**src/rtl/grs_pkg.sv**
```systemverilog
package grs_pkg;

    // ------------------------------------------------------------
    // timing
    // ------------------------------------------------------------
    localparam int unsigned CLK_PERIOD_NS  = 40;
    // spacing between reset/halt edges, in fast edge-clock cycles
    localparam int unsigned MIN_GAP_FAST   = 2;
    // timing clock is slower than the edge clock, so one slow cycle
    // already covers more than one fast cycle; keep margin anyway
    localparam int unsigned GAP_CYCLES     = MIN_GAP_FAST;
    localparam int unsigned CNT_W          = 4;
    localparam logic [CNT_W-1:0] GAP_LAST  = CNT_W'(GAP_CYCLES - 1);
    localparam logic [CNT_W-1:0] CNT_ZERO  = 4'h0;

    // ------------------------------------------------------------
    // gearing modes
    // ------------------------------------------------------------
    typedef enum logic [1:0]
    {
        GRS_GEAR_X1  = 2'h0,
        GRS_GEAR_X2  = 2'h1,
        GRS_GEAR_X4  = 2'h2,
        GRS_GEAR_71  = 2'h3
    } grs_gear_t;

    // sequencer states, gray from IDLE up to RELHALT; the step from RELHALT back to IDLE flips two bits
    typedef enum logic [2:0]
    {
        GRS_ST_IDLE    = 3'h0,
        GRS_ST_RST     = 3'h1,
        GRS_ST_HALT    = 3'h3,
        GRS_ST_RELRST  = 3'h2,
        GRS_ST_RELHALT = 3'h6,
        GRS_ST_TXWAIT  = 3'h7
    } grs_state_t;

    // true when the gearing needs the halt/reset sequence
    function automatic logic grs_needs_seq(input grs_gear_t g);
        return g != GRS_GEAR_X1;
    endfunction

endpackage

```
**src/rtl/grs_link_if.sv**
```systemverilog
`timescale 1ns/1ns
`default_nettype none
interface grs_link_if;
    logic rx_halt;        // to rx edge_clock_gate_sync halt
    logic tx_halt;        // to tx edge_clock_gate_sync halt
    logic rx_gear_rst;    // to rx gearboxes and clock_divider_unit
    logic tx_gear_rst;    // to tx gearboxes and clock_divider_unit
    logic tx_done;        // tx sequence finished
    logic rx_done;        // rx sequence finished

    modport sequencer (output rx_halt, tx_halt, rx_gear_rst, tx_gear_rst, tx_done, rx_done);
    modport gearing   (input rx_halt, tx_halt, rx_gear_rst, tx_gear_rst, tx_done, rx_done);
endinterface
`default_nettype wire

```
**src/rtl/grs_sequencer.sv**
```systemverilog
`timescale 1ns/1ns
`default_nettype none
// What this block does
// - one bridge mux per edge clock
// - bridge muxes switch between two sources live
// - x2/x4 receive bypasses the bridge
// - dividers and gearboxes leave reset together
// - sequence needed for x2, x4, 7:1 only
// - halt outputs drive edge clock gates
// - gear resets drive gearboxes and divider
// - gated clocks come from gate outputs
// - two timing-clock cycles between reset and halt edges
// - loopback: receive waits for transmit completion
// - timing clock slower than edge clock
// - halt/reset timing fully built here
module grs_sequencer
    import grs_pkg::*;
(
    input  wire logic      i_clock,      // slower than edge clock
    input  wire logic      i_rst_n,
    input  wire logic      i_seq_req,    // asynchronous reset request
    input  wire grs_gear_t i_rx_gear,
    input  wire grs_gear_t i_tx_gear,
    input  wire logic      i_loopback,
    grs_link_if.sequencer  link,
    output logic           o_busy
);

    // ------------------------------------------------------------
    // request synchroniser
    // ------------------------------------------------------------
    logic req_meta_reg;
    logic req_sync_reg;
    logic req_prev_reg;
    // first stage feeds only the second
    always_ff @(posedge i_clock)
    begin
        if (!i_rst_n)
        begin
            req_meta_reg <= 1'b0;
            req_sync_reg <= 1'b0;
            req_prev_reg <= 1'b0;
        end
        else
        begin
            req_meta_reg <= i_seq_req;
            req_sync_reg <= req_meta_reg;
            req_prev_reg <= req_sync_reg;
        end
    end

    logic start;
    assign start = req_sync_reg & ~req_prev_reg;

    // ------------------------------------------------------------
    // one sequencer per direction
    // ------------------------------------------------------------
    grs_state_t       st_reg   [2];  // 0 = tx, 1 = rx
    grs_state_t       st_next  [2];
    logic [CNT_W-1:0] cnt_reg  [2];
    logic             gap_done [2];
    logic             need     [2];
    logic             go       [2];

    assign need[0] = grs_needs_seq(i_tx_gear);
    assign need[1] = grs_needs_seq(i_rx_gear);
    assign go[0]   = start;
    // the gap ends on the last count; kept out of the next-state process
    // so that the loopback start below forms no combinational loop
    assign gap_done[0] = (cnt_reg[0] == GAP_LAST);
    assign gap_done[1] = (cnt_reg[1] == GAP_LAST);

    // a direction's sequence ends when its last gap runs out
    logic seq_end [2];
    assign seq_end[0] = (st_reg[0] == GRS_ST_RELHALT) && gap_done[0];
    assign seq_end[1] = (st_reg[1] == GRS_ST_RELHALT) && gap_done[1];
    // in loopback rx waits for tx to finish; an x1 tx has nothing to wait for
    assign go[1]   = (i_loopback && need[0]) ? seq_end[0] : start;

    // next-state for both directions
    always_comb
    begin
        for (int d = 0; d < 2; d++)
        begin
            st_next[d]  = st_reg[d];
            case (st_reg[d])
                GRS_ST_IDLE:
                    if (go[d] && need[d])
                        st_next[d] = GRS_ST_RST;
                GRS_ST_RST:
                    if (gap_done[d])
                        st_next[d] = GRS_ST_HALT;
                GRS_ST_HALT:
                    if (gap_done[d])
                        st_next[d] = GRS_ST_RELRST;
                GRS_ST_RELRST:
                    if (gap_done[d])
                        st_next[d] = GRS_ST_RELHALT;
                GRS_ST_RELHALT:
                    if (gap_done[d])
                        st_next[d] = GRS_ST_IDLE;
                default:
                    st_next[d] = GRS_ST_IDLE;
            endcase
        end
    end

    // state and gap counters; counter restarts on every edge change
    always_ff @(posedge i_clock)
    begin
        for (int d = 0; d < 2; d++)
        begin
            if (!i_rst_n)
            begin
                st_reg[d]  <= GRS_ST_IDLE;
                cnt_reg[d] <= CNT_ZERO;
            end
            else
            begin
                st_reg[d] <= st_next[d];
                if (st_next[d] != st_reg[d] || st_reg[d] == GRS_ST_IDLE)
                    cnt_reg[d] <= CNT_ZERO;
                else
                    cnt_reg[d] <= cnt_reg[d] + CNT_W'(1);
            end
        end
    end

    // ------------------------------------------------------------
    // outputs, registered except o_busy; halt and reset never move together
    // ------------------------------------------------------------
    logic tx_rst_reg, tx_halt_reg, rx_rst_reg, rx_halt_reg;
    logic tx_done_reg, rx_done_reg;

    function automatic logic in_rst(input grs_state_t s);
        return s == GRS_ST_RST || s == GRS_ST_HALT;
    endfunction
    function automatic logic in_halt(input grs_state_t s);
        return s == GRS_ST_HALT || s == GRS_ST_RELRST;
    endfunction
    // reset stays up after power-on until a sequence takes it over
    function automatic logic rst_next(input logic needed, input grs_state_t s_next, input logic rst_now,
                                      input logic done_now, input logic start_now);
        return needed & (in_rst(s_next) | (rst_now & ~done_now & (s_next == GRS_ST_IDLE) & ~start_now));
    endfunction

    // gearing resets; x1 gearing skips the sequence, so reset just drops
    always_ff @(posedge i_clock)
    begin
        if (!i_rst_n)
        begin
            tx_rst_reg <= 1'b1;   // hold gearing in reset until sequenced
            rx_rst_reg <= 1'b1;
        end
        else
        begin
            tx_rst_reg <= rst_next(need[0], st_next[0], tx_rst_reg, tx_done_reg, go[0]);
            rx_rst_reg <= rst_next(need[1], st_next[1], rx_rst_reg, rx_done_reg, go[1]);
        end
    end

    // halts trail the reset by one phase at each end
    always_ff @(posedge i_clock)
    begin
        if (!i_rst_n)
        begin
            tx_halt_reg <= 1'b0;
            rx_halt_reg <= 1'b0;
        end
        else
        begin
            tx_halt_reg <= in_halt(st_next[0]);
            rx_halt_reg <= in_halt(st_next[1]);
        end
    end

    // done flags: a new start clears them before the end can set them
    always_ff @(posedge i_clock)
    begin
        if (!i_rst_n)
        begin
            tx_done_reg <= 1'b0;
            rx_done_reg <= 1'b0;
        end
        else
        begin
            if (go[0])
                tx_done_reg <= 1'b0;
            else if (seq_end[0] || !need[0])
                tx_done_reg <= 1'b1;
            if (go[1])
                rx_done_reg <= 1'b0;
            else if (seq_end[1] || !need[1])
                rx_done_reg <= 1'b1;
        end
    end

    assign link.tx_gear_rst = tx_rst_reg;
    assign link.rx_gear_rst = rx_rst_reg;
    assign link.tx_halt     = tx_halt_reg;
    assign link.rx_halt     = rx_halt_reg;
    assign link.tx_done     = tx_done_reg;
    assign link.rx_done     = rx_done_reg;
    assign o_busy = (st_reg[0] != GRS_ST_IDLE) | (st_reg[1] != GRS_ST_IDLE);

endmodule // grs_sequencer
`default_nettype wire

```
**src/flat_wrapper.sv**
```systemverilog
// flat-port wrapper written by rule: the top's interface ports become plain ports
module grs_sequencer_flat import grs_pkg::*;
  (i_clock, i_rst_n, i_seq_req, i_rx_gear, i_tx_gear, i_loopback, o_busy, link_rx_halt, link_tx_halt, link_rx_gear_rst, link_tx_gear_rst, link_tx_done, link_rx_done);
  grs_link_if link_i ();
  input  wire logic i_clock;
  input  wire logic i_rst_n;
  input  wire logic i_seq_req;
  input  wire grs_gear_t i_rx_gear;
  input  wire grs_gear_t i_tx_gear;
  input  wire logic i_loopback;
  output logic o_busy;
  output wire logic [$bits(link_i.rx_halt)-1:0] link_rx_halt;
  output wire logic [$bits(link_i.tx_halt)-1:0] link_tx_halt;
  output wire logic [$bits(link_i.rx_gear_rst)-1:0] link_rx_gear_rst;
  output wire logic [$bits(link_i.tx_gear_rst)-1:0] link_tx_gear_rst;
  output wire logic [$bits(link_i.tx_done)-1:0] link_tx_done;
  output wire logic [$bits(link_i.rx_done)-1:0] link_rx_done;
  assign link_rx_halt = link_i.rx_halt;
  assign link_tx_halt = link_i.tx_halt;
  assign link_rx_gear_rst = link_i.rx_gear_rst;
  assign link_tx_gear_rst = link_i.tx_gear_rst;
  assign link_tx_done = link_i.tx_done;
  assign link_rx_done = link_i.rx_done;
  grs_sequencer u_core (.i_clock(i_clock), .i_rst_n(i_rst_n), .i_seq_req(i_seq_req), .i_rx_gear(i_rx_gear), .i_tx_gear(i_tx_gear), .i_loopback(i_loopback), .link(link_i), .o_busy(o_busy));
endmodule
```
**config.mk**
```make
export PLATFORM = sky130hd
export DESIGN_NAME = grs_sequencer_flat
export DESIGN_NICKNAME = d
export VERILOG_FILES = /design/src/rtl/grs_pkg.sv /design/src/rtl/grs_link_if.sv /design/src/rtl/grs_sequencer.sv /design/src/flat_wrapper.sv
export SDC_FILE = /design/constraint.sdc
export NUM_CORES = 1
export LEC_CHECK = 0
export ABC_CLOCK_PERIOD_IN_PS = 2710
export BUFFER_PORTS_ARGS = -buffer_cell sky130_fd_sc_hd__buf_2
export CORE_MARGIN = 3
export CORE_UTILIZATION = 59
export CTS_CLUSTER_DIAMETER = 60
export DETAILED_ROUTE_END_ITERATION = 12
export HOLD_SLACK_MARGIN = 0.15
export PLACE_DENSITY = 0.81
export SYNTH_ARGS = -nofsm -noshare
export SYNTH_HDL_FRONTEND = slang
export SYNTH_SLANG_ARGS = --single-unit
```
**constraint.sdc**
```tcl
create_clock -name i_clock -period 2.71 [get_ports i_clock]
set_input_delay 0.4065 -clock i_clock [delete_from_list [all_inputs] [get_ports i_clock]]
set_output_delay 0.4065 -clock i_clock [all_outputs]
set_load 0.01 [all_outputs]
```
Word-level counts from Yosys, hierarchy flattened
Memories as Yosys holds them, arrays and structs flattened.
Cells that the tools add are included.
{ "totals": {"reg_bits": 9, "latchBits": 0, "ramBits": 14, "romBits": 0, "input_bits": 8, "out_inout_bits": 7, "elab_cells": 113, "mem_count": 2} }
{ "mem_list": {"columns": ["name", "depth", "word_bits", "rd", "rd_clocked_by_memory_dff", "wr", "line_no", "source"], "rows": [
  ["u_core.cnt_reg", 2, 4, 2, 0, 2, "grs_sequencer.sv:60", "logic [CNT_W-1:0] cnt_reg [2];"],
  ["u_core.st_reg", 2, 3, 2, 0, 2, "grs_sequencer.sv:58", "grs_state_t st_reg [2];"]
]} }
{ "classes": {"add_sub_neg": 2, "multipliers": 0, "div_mod_pow": 0, "magnitude_cmp": 0, "eq_ne": 18, "shift": 0, "muxes": 33, "bitwise": 24, "n_reduce_logical": 25} }
{ "ops": {"columns": ["cell", "n"], "rows": [
  ["2-to-1 mux 3 bit", 12],
  ["case mux 3 bit (5 select lines)", 2],
  ["== test 3 x 2 -> 1 bit, second input constant", 8],
  ["2-to-1 mux 4 bit", 4],
  ["2-to-1 mux 1 bit", 15],
  ["== test 3 x 1 -> 1 bit, second input constant", 4],
  ["logical NOT 3 bit", 4],
  ["bitwise AND 1 bit", 9],
  ["bitwise OR 1 bit", 9],
  ["adder 4 x 1 -> 4 bit, second input constant", 2],
  ["== test 4 x 1 -> 1 bit, second input constant", 2],
  ["logical OR 1 bit", 8],
  ["== test 3 bit, second input constant", 2],
  ["!= test 3 bit", 2],
  ["inverter 1 bit", 6],
  ["nonzero test 3 bit", 2],
  ["logical AND 1 bit", 5],
  ["nonzero test 2 bit", 2],
  ["OR reduction 2 bit", 2],
  ["logical NOT 1 bit", 2]
]} }

Longest topological paths before layout
Gate-level depths: netlist of run 1.
{ "logic_depth": {"ltp_word": 13, "mapped_depth": 7, "mapped_depth_nobuf": 7} }

Worst setup path before layout of run 1
OpenSTA, ideal clock, no wires.
{ "synth_timing": {"path_kind": "reg2reg", "start": "mem u_core.cnt_reg[0][1]", "end": "mem u_core.cnt_reg[0][2] (data pin)", "setup_time_ps": 266, "t_arrival_ps": 1229, "required_time_ps": 2444, "setup_slack_ps": 1215, "path_stages_with_launch": 6, "n_path_buf": 0, "path_cell_list": "edfxtp_1 > inv_1 > ha_1 > or3b_1 > o2111ai_1 > nor2_1"} }
{ "synth_lines": {"columns": ["element", "line_no"], "rows": [
  ["start: declaration", "grs_sequencer.sv:60"]
]} }

==> results of run 1 <==
## path summary, 6_finish.rpt
kind,from,end,slack (ns)
min reg2reg,u_core.req_meta_reg,u_core.req_sync_reg,0.46
max reg2reg,u_core.cnt_reg[0][1],u_core.cnt_reg[0][2],1.07
max,u_core.cnt_reg[0][1],u_core.cnt_reg[0][2],1.07
min,i_seq_req,u_core.req_meta_reg,0.31
## synth_stat cells (2+ instances only)
library cell / count / share of area (%)
a21oi_1: 8 / 3.6
nor3_1: 2 / 0.89
dfxtp_1: 15 / 27
o21ai_0: 2 / 0.89
nor2b_1: 6 / 3.3
nand2b_1: 4 / 2.2
nand2_1: 11 / 3.7
clkbuf_1: 2 / 0.67
ha_1: 4 / 4.5
inv_1: 3 / 1.0
and4b_1: 2 / 1.8
nand3_1: 2 / 0.89
nor2_1: 14 / 4.7
xor2_1: 2 / 1.6
and2_1: 3 / 1.7
nor3b_1: 2 / 1.3
nor3b_4: 2 / 3.3
xnor2_1: 4 / 3.1
edfxtp_1: 8 / 21
## final cells by class
class                           instances  area share [%]
Sequential cell                        23           42.73
Clock buffer                            4           2.077
Tap cell                               25           2.473
Inverter                                3          0.8902
Multi-Input combinational cell         92           46.29
Timing Repair Buffer                   14           5.539
## cells by family (layout without fill, tap and decap cells)
logic type / Yosys count / count (layout) / share of synthesized area (%)
AO/OA/AOI/OAI: 21 / 21 / 12.25
multiplexers: 1 / 1 / 0.8909
adder cells (fa/ha/maj): 4 / 4 / 4.455
AND/OR/NAND/NOR: 52 / 52 / 27.17
other: 1 / 8 / 0.3338
flip-flops: 23 / 23 / 48.11
XOR/XNOR: 6 / 6 / 4.677
buffers and inverters: 6 / 21 / 2.116
## power breakdown
| part | leakage, nW | switching, mW | internal, mW |
|---|---|---|---|
| Clock | 0.0150 | 0.0959 | 0.0573 |
| Sequential | 0.205 | 0.0175 | 0.374 |
| Combinational | 0.315 | 0.0384 | 0.0368 |
| Total | 0.535 | 0.152 | 0.468 |
## per-stage QoR
stage	hold slack (ns)	util, %	worst slack (ns)
2_1_floorplan	0.4119	-	1.215
3_3_place_gp	0.4200	70.21	1.163
3_5_place_dp	0.4327	70.21	1.104
4_1_cts	0.2927	71.70	1.076
5_1_grt	0.3007	71.70	0.9311
6_report	0.3066	71.70	1.070
## worst max-delay path: stages, from the launching register on
cell,delay (ns)
edfxtp_1,0.44
inv_1,0.08
ha_1,0.15
or3b_1,0.43
o2111ai_1,0.21
nor2_1,0.10
## per-layer routing
metal,up-vias,wire [um]
li1,435,-
met1,395,845
met2,30,915
met3,2,101
met4,0,10
met5,-,0
==> impl_metrics.csv, run 1 <==
group,metric,value,unit
run_status,status,"complete, no violations",
clocking,cts_max_path_buffers,2,
sta,finalSetupTns,0,ns
routing,avgRoutedWirePerCell,11.63,um
sta,finalHoldViolations,0,
yosys,ys_ff_latch,23,
cells_and_area,drive_gt1_share,15.44,%
yosys,synth_cell_types,37,
yosys,synth_area,1124,um^2
worst_setup_path,critical_path_class,"reg2reg",
floorplan,rows,15,
clocking,root_buffer,"clkbuf_4",
yosys,synth_ff_type,"dfxtp_1",
cells_and_area,fin_cells,161,
clocking,cts.sinks,23,
yosys,yosysSeqAreaShare,48.11,%
placed_design,hpwl,1397,um
yosys,syn_area_per_cell,9.856,um^2
global_route,use_met1,23.37,%
cells_and_area,multi_input_area,585.6,um^2
cells_and_area,num-nets-final,149,
routing,dr.first_iter.drc_count,29,
placed_design,dp.cells,157,
clocking,cts_tree,"built",
worst_setup_path,crit_fanout,4,
cells_and_area,largest_reg_flops,8,
clocking,post_cts_buffers,0,
global_route,grt-ovfl-total,0,
worst_setup_path,reg2reg_depth,5,
global_route,track_usage,17.69,%
clocking,htreeDepth,1,
yosys,synthArstFlopShare,0,%
placed_design,place_congestion,0.7915,
global_route,grt_start_max_net_pins,18,
cells_and_area,final_cell_area,1265,um^2
yosys,synth-edff-count,8,
cells_and_area,diodes,0,
floorplan,start_util,63.69,%
hold_path,hold_class,"in2reg",
global_route,met3_usage,3.625,%
worst_setup_path,arrival,1.70,ns
routing,vias,862,
global_route,antenna_found_initial,0,
power,ir_drop,0.3329,mV
clocking,insertion_delay,0.30,ns
worst_setup_path,crit_required,2.77,ns
floorplan,ios,15,
sta,final-max-slew-violation-count,0,
floorplan,floorplan.die.width,49.64,um
clocking,clk_pin_slew_worst_paths,0.12,ns
sta,period_share,60.53,%
floorplan,die_y,49.64,um
cells_and_area,syn2layout_area_growth,12.58,%
clocking,cts_buffers,3,
sta,setup_viol_count_final,0,
global_route,grt_pass1_vias,829,
sta,min_period,1.640,ns
global_route,grt-busiest-layer,"met2",
routing,drt_first_pass_iters,4,
routing,wl,1872,um
cells_and_area,final_common_cell,"dfxtp_1",
run,cap_violations,0,
clocking,ctsResizeCount,0,
sta,rsz0062_at_grt,"no",
routing,viasPerCell,5.354,
placed_design,dpl-instance-area,1239,um^2
power,finalPower,0.6200,mW
cells_and_area,final_cell_mix,"dfxtp_1, nor2_1, buf_2, nand2_1",
routing,ant_nets,0,
global_route,grt_util_met2,27.75,%
floorplan,die-area,2464,um^2
cells_and_area,fillers,139,
global_route,grt_pass1_wl,3353,um
sta,finClkSkew,0.004593,ns
sta,fmax,0.6096,GHz
placed_design,io_buffers,14,
yosys,synth_cells,114,
hold_path,hold_path_depth,2,
yosys,yosysWarnings,0,
power,power.density,490.1,nW/um^2
power,leakage,0.5350,nW
clocking,ctsHoldBuffers,0,
routing,drc_errors,0,
floorplan,core,1764,um^2
worst_setup_path,worst_setup_path_end_kind,"register",
cells_and_area,regArea,540.5,um^2
worst_setup_path,start_kind,"register",
Note: power is estimated with default switching activity, not from simulation.
==> inputs of run 2 (changes only) <==
- ABC_CLOCK_PERIOD_IN_PS: 2710 -> 1600
- CORE_UTILIZATION: 59 -> 55
- PLACE_DENSITY: 0.81 -> 0.77
- clock period: 2.71 -> 1.6 ns (I/O delays scaled with it)
==> impl_metrics.csv, run 2 (synthesized netlist as in run 1, its figures left out) <==
group,metric,value,unit
run_status,status,"complete, no violations",
placed_design,dpl-instance-area,1261,um^2
clocking,root_buffer,"clkbuf_4",
global_route,grt_pass1_wl,3601,um
worst_setup_path,start_kind,"register",
worst_setup_path,reg2reg_to,"u_core.link.rx_gear_rst",
routing,wl,2223,um
sta,finClkSkew,0.001462,ns
worst_setup_path,critical_path_class,"reg2reg",
routing,drt_first_pass_iters,4,
sta,finalHoldViolations,0,
global_route,track_usage,18.79,%
power,comb_power_share,14.1,%
floorplan,start_util,61.72,%
placed_design,place_congestion,0.7894,
sta,period_share,98.29,%
cells_and_area,regArea,540.5,um^2
hold_path,hold_class,"in2reg",
cells_and_area,utilization,75.81,%
sta,min_period,1.573,ns
cells_and_area,diodes,0,
clocking,htreeDepth,1,
hold_path,min-delay-start,"i_rst_n",
cells_and_area,final_cell_area,1380,um^2
cells_and_area,num-nets-final,158,
power,leakage,0.5983,nW
worst_setup_path,r2r-start,"u_core.cnt_reg[0][1]",
routing,ant_nets,0,
floorplan,floorplan.die.width,51.20,um
worst_setup_path,crit_fanout,3,
floorplan,rows,15,
worst_setup_path,arrival,1.77,ns
power,power.density,779.8,nW/um^2
global_route,grt_pass1_vias,857,
power,p_int,0.8084,mW
cells_and_area,syn2layout_area_growth,22.83,%
routing,dr.first_iter.drc_count,11,
routing,vias,877,
routing,viasPerCell,5.159,
power,p_seq_share,61.7,%
sta,rsz0062_at_grt,"yes",
placed_design,io_buffers,14,
global_route,antenna_found_initial,0,
power,swShare,24.88,%
sta,fmax,0.6359,GHz
cells_and_area,final_cell_mix,"dfxtp_1, nor2_1, buf_2, nand2_1",
clocking,cts_tree,"built",
floorplan,die_y,51.20,um
routing,avgRoutedWirePerCell,13.08,um
power,ir_drop,0.5154,mV
worst_setup_path,reg2reg_depth,7,
power,finalPower,1.076,mW
cells_and_area,final_common_cell,"dfxtp_1",
worst_setup_path,crit_required,1.80,ns
worst_setup_path,ff2ff_setup_slack,0.03,ns
cells_and_area,fillers,135,
worst_setup_path,worst_setup_path_end_kind,"register",
floorplan,ios,15,
floorplan,core,1821,um^2
run,cap_violations,0,
global_route,grt_start_max_net_pins,18,
sta,final-max-slew-violation-count,0,
cells_and_area,drive_gt1_share,25.52,%
sta,holdWs,0.2650,ns
routing,drc_errors,0,
clocking,cts.sinks,23,
global_route,grt-ovfl-total,0,
clocking,cts_buffers,3,
cells_and_area,multi_input_area,630.6,um^2
clocking,clk_pin_slew_worst_paths,0.12,ns
power,clock_power_share,24.2,%
clocking,insertion_delay,0.30,ns
hold_path,hold_path_depth,2,
floorplan,die-area,2621,um^2
power,p_sw,0.2677,mW
placed_design,hpwl,1499,um
hold_path,hold_end,"u_core.link.tx_gear_rst",
sta,setup_viol_count_final,0,
cells_and_area,largest_reg_flops,8,
clocking,cts_max_path_buffers,2,
-- run 2: stage by stage --
step	worst slack (ns)	setup TNS [ns]	instances
finish	0.02739	0	170
global route	-0.09492	-0.2266	170
CTS	0.02463	0	165
detailed placement	0.001748	0	160
global placement	0.07775	0	160
floorplan	0.1051	0	121
-- run 2: power by group through the flow --
stage / sequential (mW) / clock (mW) / combinational [mW]
5_1_grt: 0.669 / 0.293 / 0.170
4_1_cts: 0.662 / 0.267 / 0.139
3_5_place_dp: 0.674 / 0 / 0.135
6_report: 0.664 / 0.261 / 0.152
3_3_place_gp: 0.672 / 0 / 0.131
2_1_floorplan: 0.670 / 0 / 0.0917
-- run 2: critical path, cell delays in order, from the launching register on --
cell	delay [ns]
edfxtp_1	0.41
inv_1	0.07
ha_1	0.16
nor3b_4	0.27
nand4b_4	0.14
o21a_1	0.21
nand4_1	0.10
a32oi_1	0.10
-- run 2: layer usage --
metal / vias to the layer above / GRT usage (%) / part of all wire (%) / wire length, um
met5: - / 0 / 0 / 0
met4: 0 / 11.66 / 2.1 / 46
met3: 6 / 2.915 / 3.0 / 67
met2: 15 / 30.90 / 50 / 1113
met1: 402 / 22.89 / 45 / 995
li1: 454 / - / - / -
-- run 2: worst max-delay path by stage --
stage | start | end | slack, ns
2_1_floorplan | u_core.cnt_reg[0][1] | u_core.cnt_reg[0][2] | 0.11
3_3_place_gp | u_core.cnt_reg[0][1] | u_core.cnt_reg[0][2] | 0.08
3_5_place_dp | u_core.cnt_reg[0][1] | u_core.cnt_reg[0][3] | 0.002
4_1_cts | u_core.cnt_reg[1][1] | u_core.link.rx_gear_rst | 0.02
5_1_grt | u_core.cnt_reg[0][1] | u_core.link.rx_gear_rst | -0.09
6_report | u_core.cnt_reg[0][1] | u_core.link.rx_gear_rst | 0.03
-- run 2: cell type report --
type	count	share of cell area (%)
multi-input combinational	92	45.69
sequential	23	39.17
timing repair buffer	23	10.15
tap	25	2.267
clock buffer	4	1.904
inverter	3	0.8160
-- run 2: timing repair --
item                       CTS  global route
gates cloned                 0             0
hold buffers                 1             0
setup endpoints to repair    3            13
hold endpoints to repair     1             0
setup buffers                0             5
pin swaps                    0             5
resized for setup            1             9
==> inputs of run 3 (changes only) <==
- SETUP_SLACK_MARGIN: default -> 0.15
==> impl_metrics.csv, run 3 (synthesized netlist as in run 1, its figures left out) <==
group,metric,value,unit
routing,vias,879,
run,cap_violations,0,
worst_setup_path,start_kind,"register",
power,leakage,0.5826,nW
sta,finalHoldViolations,0,
floorplan,die-area,2621,um^2
sta,period_share,95.44,%
worst_setup_path,arrival,1.73,ns
clocking,htreeDepth,1,
power,power.density,798.1,nW/um^2
global_route,grt_pass1_wl,3387,um
global_route,grt-busiest-layer,"met2",
worst_setup_path,reg2reg_depth,7,
worst_setup_path,r2r-start,"u_core.cnt_reg[0][1]",
routing,viasPerCell,5.263,
floorplan,rows,15,
hold_path,hold_class,"in2reg",
floorplan,die_y,51.20,um
sta,finClkSkew,0.005197,ns
worst_setup_path,crit_fanout,4,
worst_setup_path,reg2reg_to,"u_core.link.tx_gear_rst",
power,finalPower,1.082,mW
global_route,met3_usage,3.499,%
sta,fmax,0.6548,GHz
worst_setup_path,crit_required,1.81,ns
floorplan,start_util,61.72,%
placed_design,io_buffers,14,
global_route,use_met1,23.15,%
run_status,status,"complete, no violations",
power,ir_drop,0.6406,mV
global_route,grt_start_max_net_pins,18,
worst_setup_path,ff2ff_setup_slack,0.07,ns
sta,final-max-slew-violation-count,0,
hold_path,min-delay-start,"i_rst_n",
hold_path,hold_path_depth,2,
sta,setup_viol_count_final,0,
placed_design,place_congestion,0.8169,
worst_setup_path,worst_setup_path_end_kind,"register",
cells_and_area,final_cell_mix,"nor2_1, buf_2, dfxtp_1, nand2_1",
floorplan,floorplan.die.width,51.20,um
routing,wl,2025,um
routing,ant_nets,0,
cells_and_area,diodes,0,
global_route,grt_util_met2,26.61,%
sta,min_period,1.527,ns
global_route,grt_pass1_vias,779,
clocking,root_buffer,"clkbuf_4",
cells_and_area,drive_gt1_share,26.06,%
cells_and_area,num-nets-final,155,
global_route,track_usage,17.66,%
clocking,insertion_delay,0.31,ns
global_route,antenna_found_initial,0,
global_route,grt-ovfl-total,0,
cells_and_area,syn2layout_area_growth,20.71,%
cells_and_area,largest_reg_flops,8,
sta,rsz0062_at_grt,"yes",
placed_design,hpwl,1415,um
routing,drt_first_pass_iters,4,
hold_path,hold_end,"u_core.link.tx_gear_rst",
routing,dr.first_iter.drc_count,9,
worst_setup_path,critical_path_class,"reg2reg",
floorplan,core,1821,um^2
clocking,cts_max_path_buffers,2,
clocking,cts.sinks,23,
routing,drc_errors,0,
cells_and_area,utilization,74.50,%
floorplan,ios,15,
clocking,cts_buffers,3,
routing,avgRoutedWirePerCell,12.13,um
clocking,clk_pin_slew_worst_paths,0.13,ns
clocking,cts_tree,"built",
[run 3: report_power, final]
part | switching [mW] | leakage [nW] | total [mW] | internal [mW]
Sequential | 0.0301 | 0.207 | 0.665 | 0.635
Combinational | 0.0698 | 0.361 | 0.144 | 0.0744
Clock | 0.176 | 0.0150 | 0.274 | 0.0974
[run 3: worst max path at each step]
stage / startpoint / end / slack (ns) / cells past startpoint
after floorplan: u_core.cnt_reg[0][1] / u_core.link.rx_gear_rst / 0.16 / 7
after global placement: u_core.cnt_reg[0][1] / u_core.link.rx_gear_rst / 0.09 / 7
after detailed placement: u_core.cnt_reg[0][1] / u_core.link.rx_gear_rst / 0.05 / 7
after CTS: u_core.cnt_reg[0][1] / u_core.link.tx_gear_rst / 0.07 / 7
after global routing: u_core.cnt_reg[0][1] / u_core.link.rx_gear_rst / -0.03 / 7
final: u_core.cnt_reg[0][1] / u_core.link.tx_gear_rst / 0.07 / 7
[run 3: critical path, cell delays in order, from the launching register on]
cell and delay [ns]:
edfxtp_1 0.44, inv_1 0.08, ha_1 0.14, or3b_4 0.42, nand2_2 0.09, nand2_1 0.07
a21oi_2 0.11, o31ai_1 0.07
[run 3: metal layers]
metal,wire [um],vias to the layer above
li1,-,448
met1,940,411
met2,964,15
met3,72,5
met4,48,0
met5,0,-
[run 3: layout make-up]
class	count	area, um^2
flip-flops and latches	23	545.5
repair buffers	20	121.4
clock buffers	4	26.28
inverters	3	11.26
fillers	144	464.2
well taps	25	31.28
multi-input cells	92	620.6
[run 3: through the flow]
stage / cells / worst slack, ns / cell area [um^2] / hold slack [ns] / TNS, ns
global placement: 157 / 0.09445 / 1247 / 0.4155 / 0
global route: 167 / -0.03291 / 1356 / 0.2546 / -0.06578
floorplan: 121 / 0.1631 / 1159 / 0.3673 / 0
CTS: 165 / 0.07206 / 1323 / 0.2294 / 0
detailed placement: 157 / 0.05199 / 1247 / 0.4203 / 0
finish: 167 / 0.07292 / 1356 / 0.2429 / 0
[run 3: timing repair]
item | in CTS | in global routing
resized for setup | 3 | 8
cloned | 0 | 0
hold endpoints to repair | 1 | 0
pin swaps | 2 | 5
buffers inserted | 3 | 2
hold buffers | 1 | 0
endpoints found under the setup margin | 14 | 18
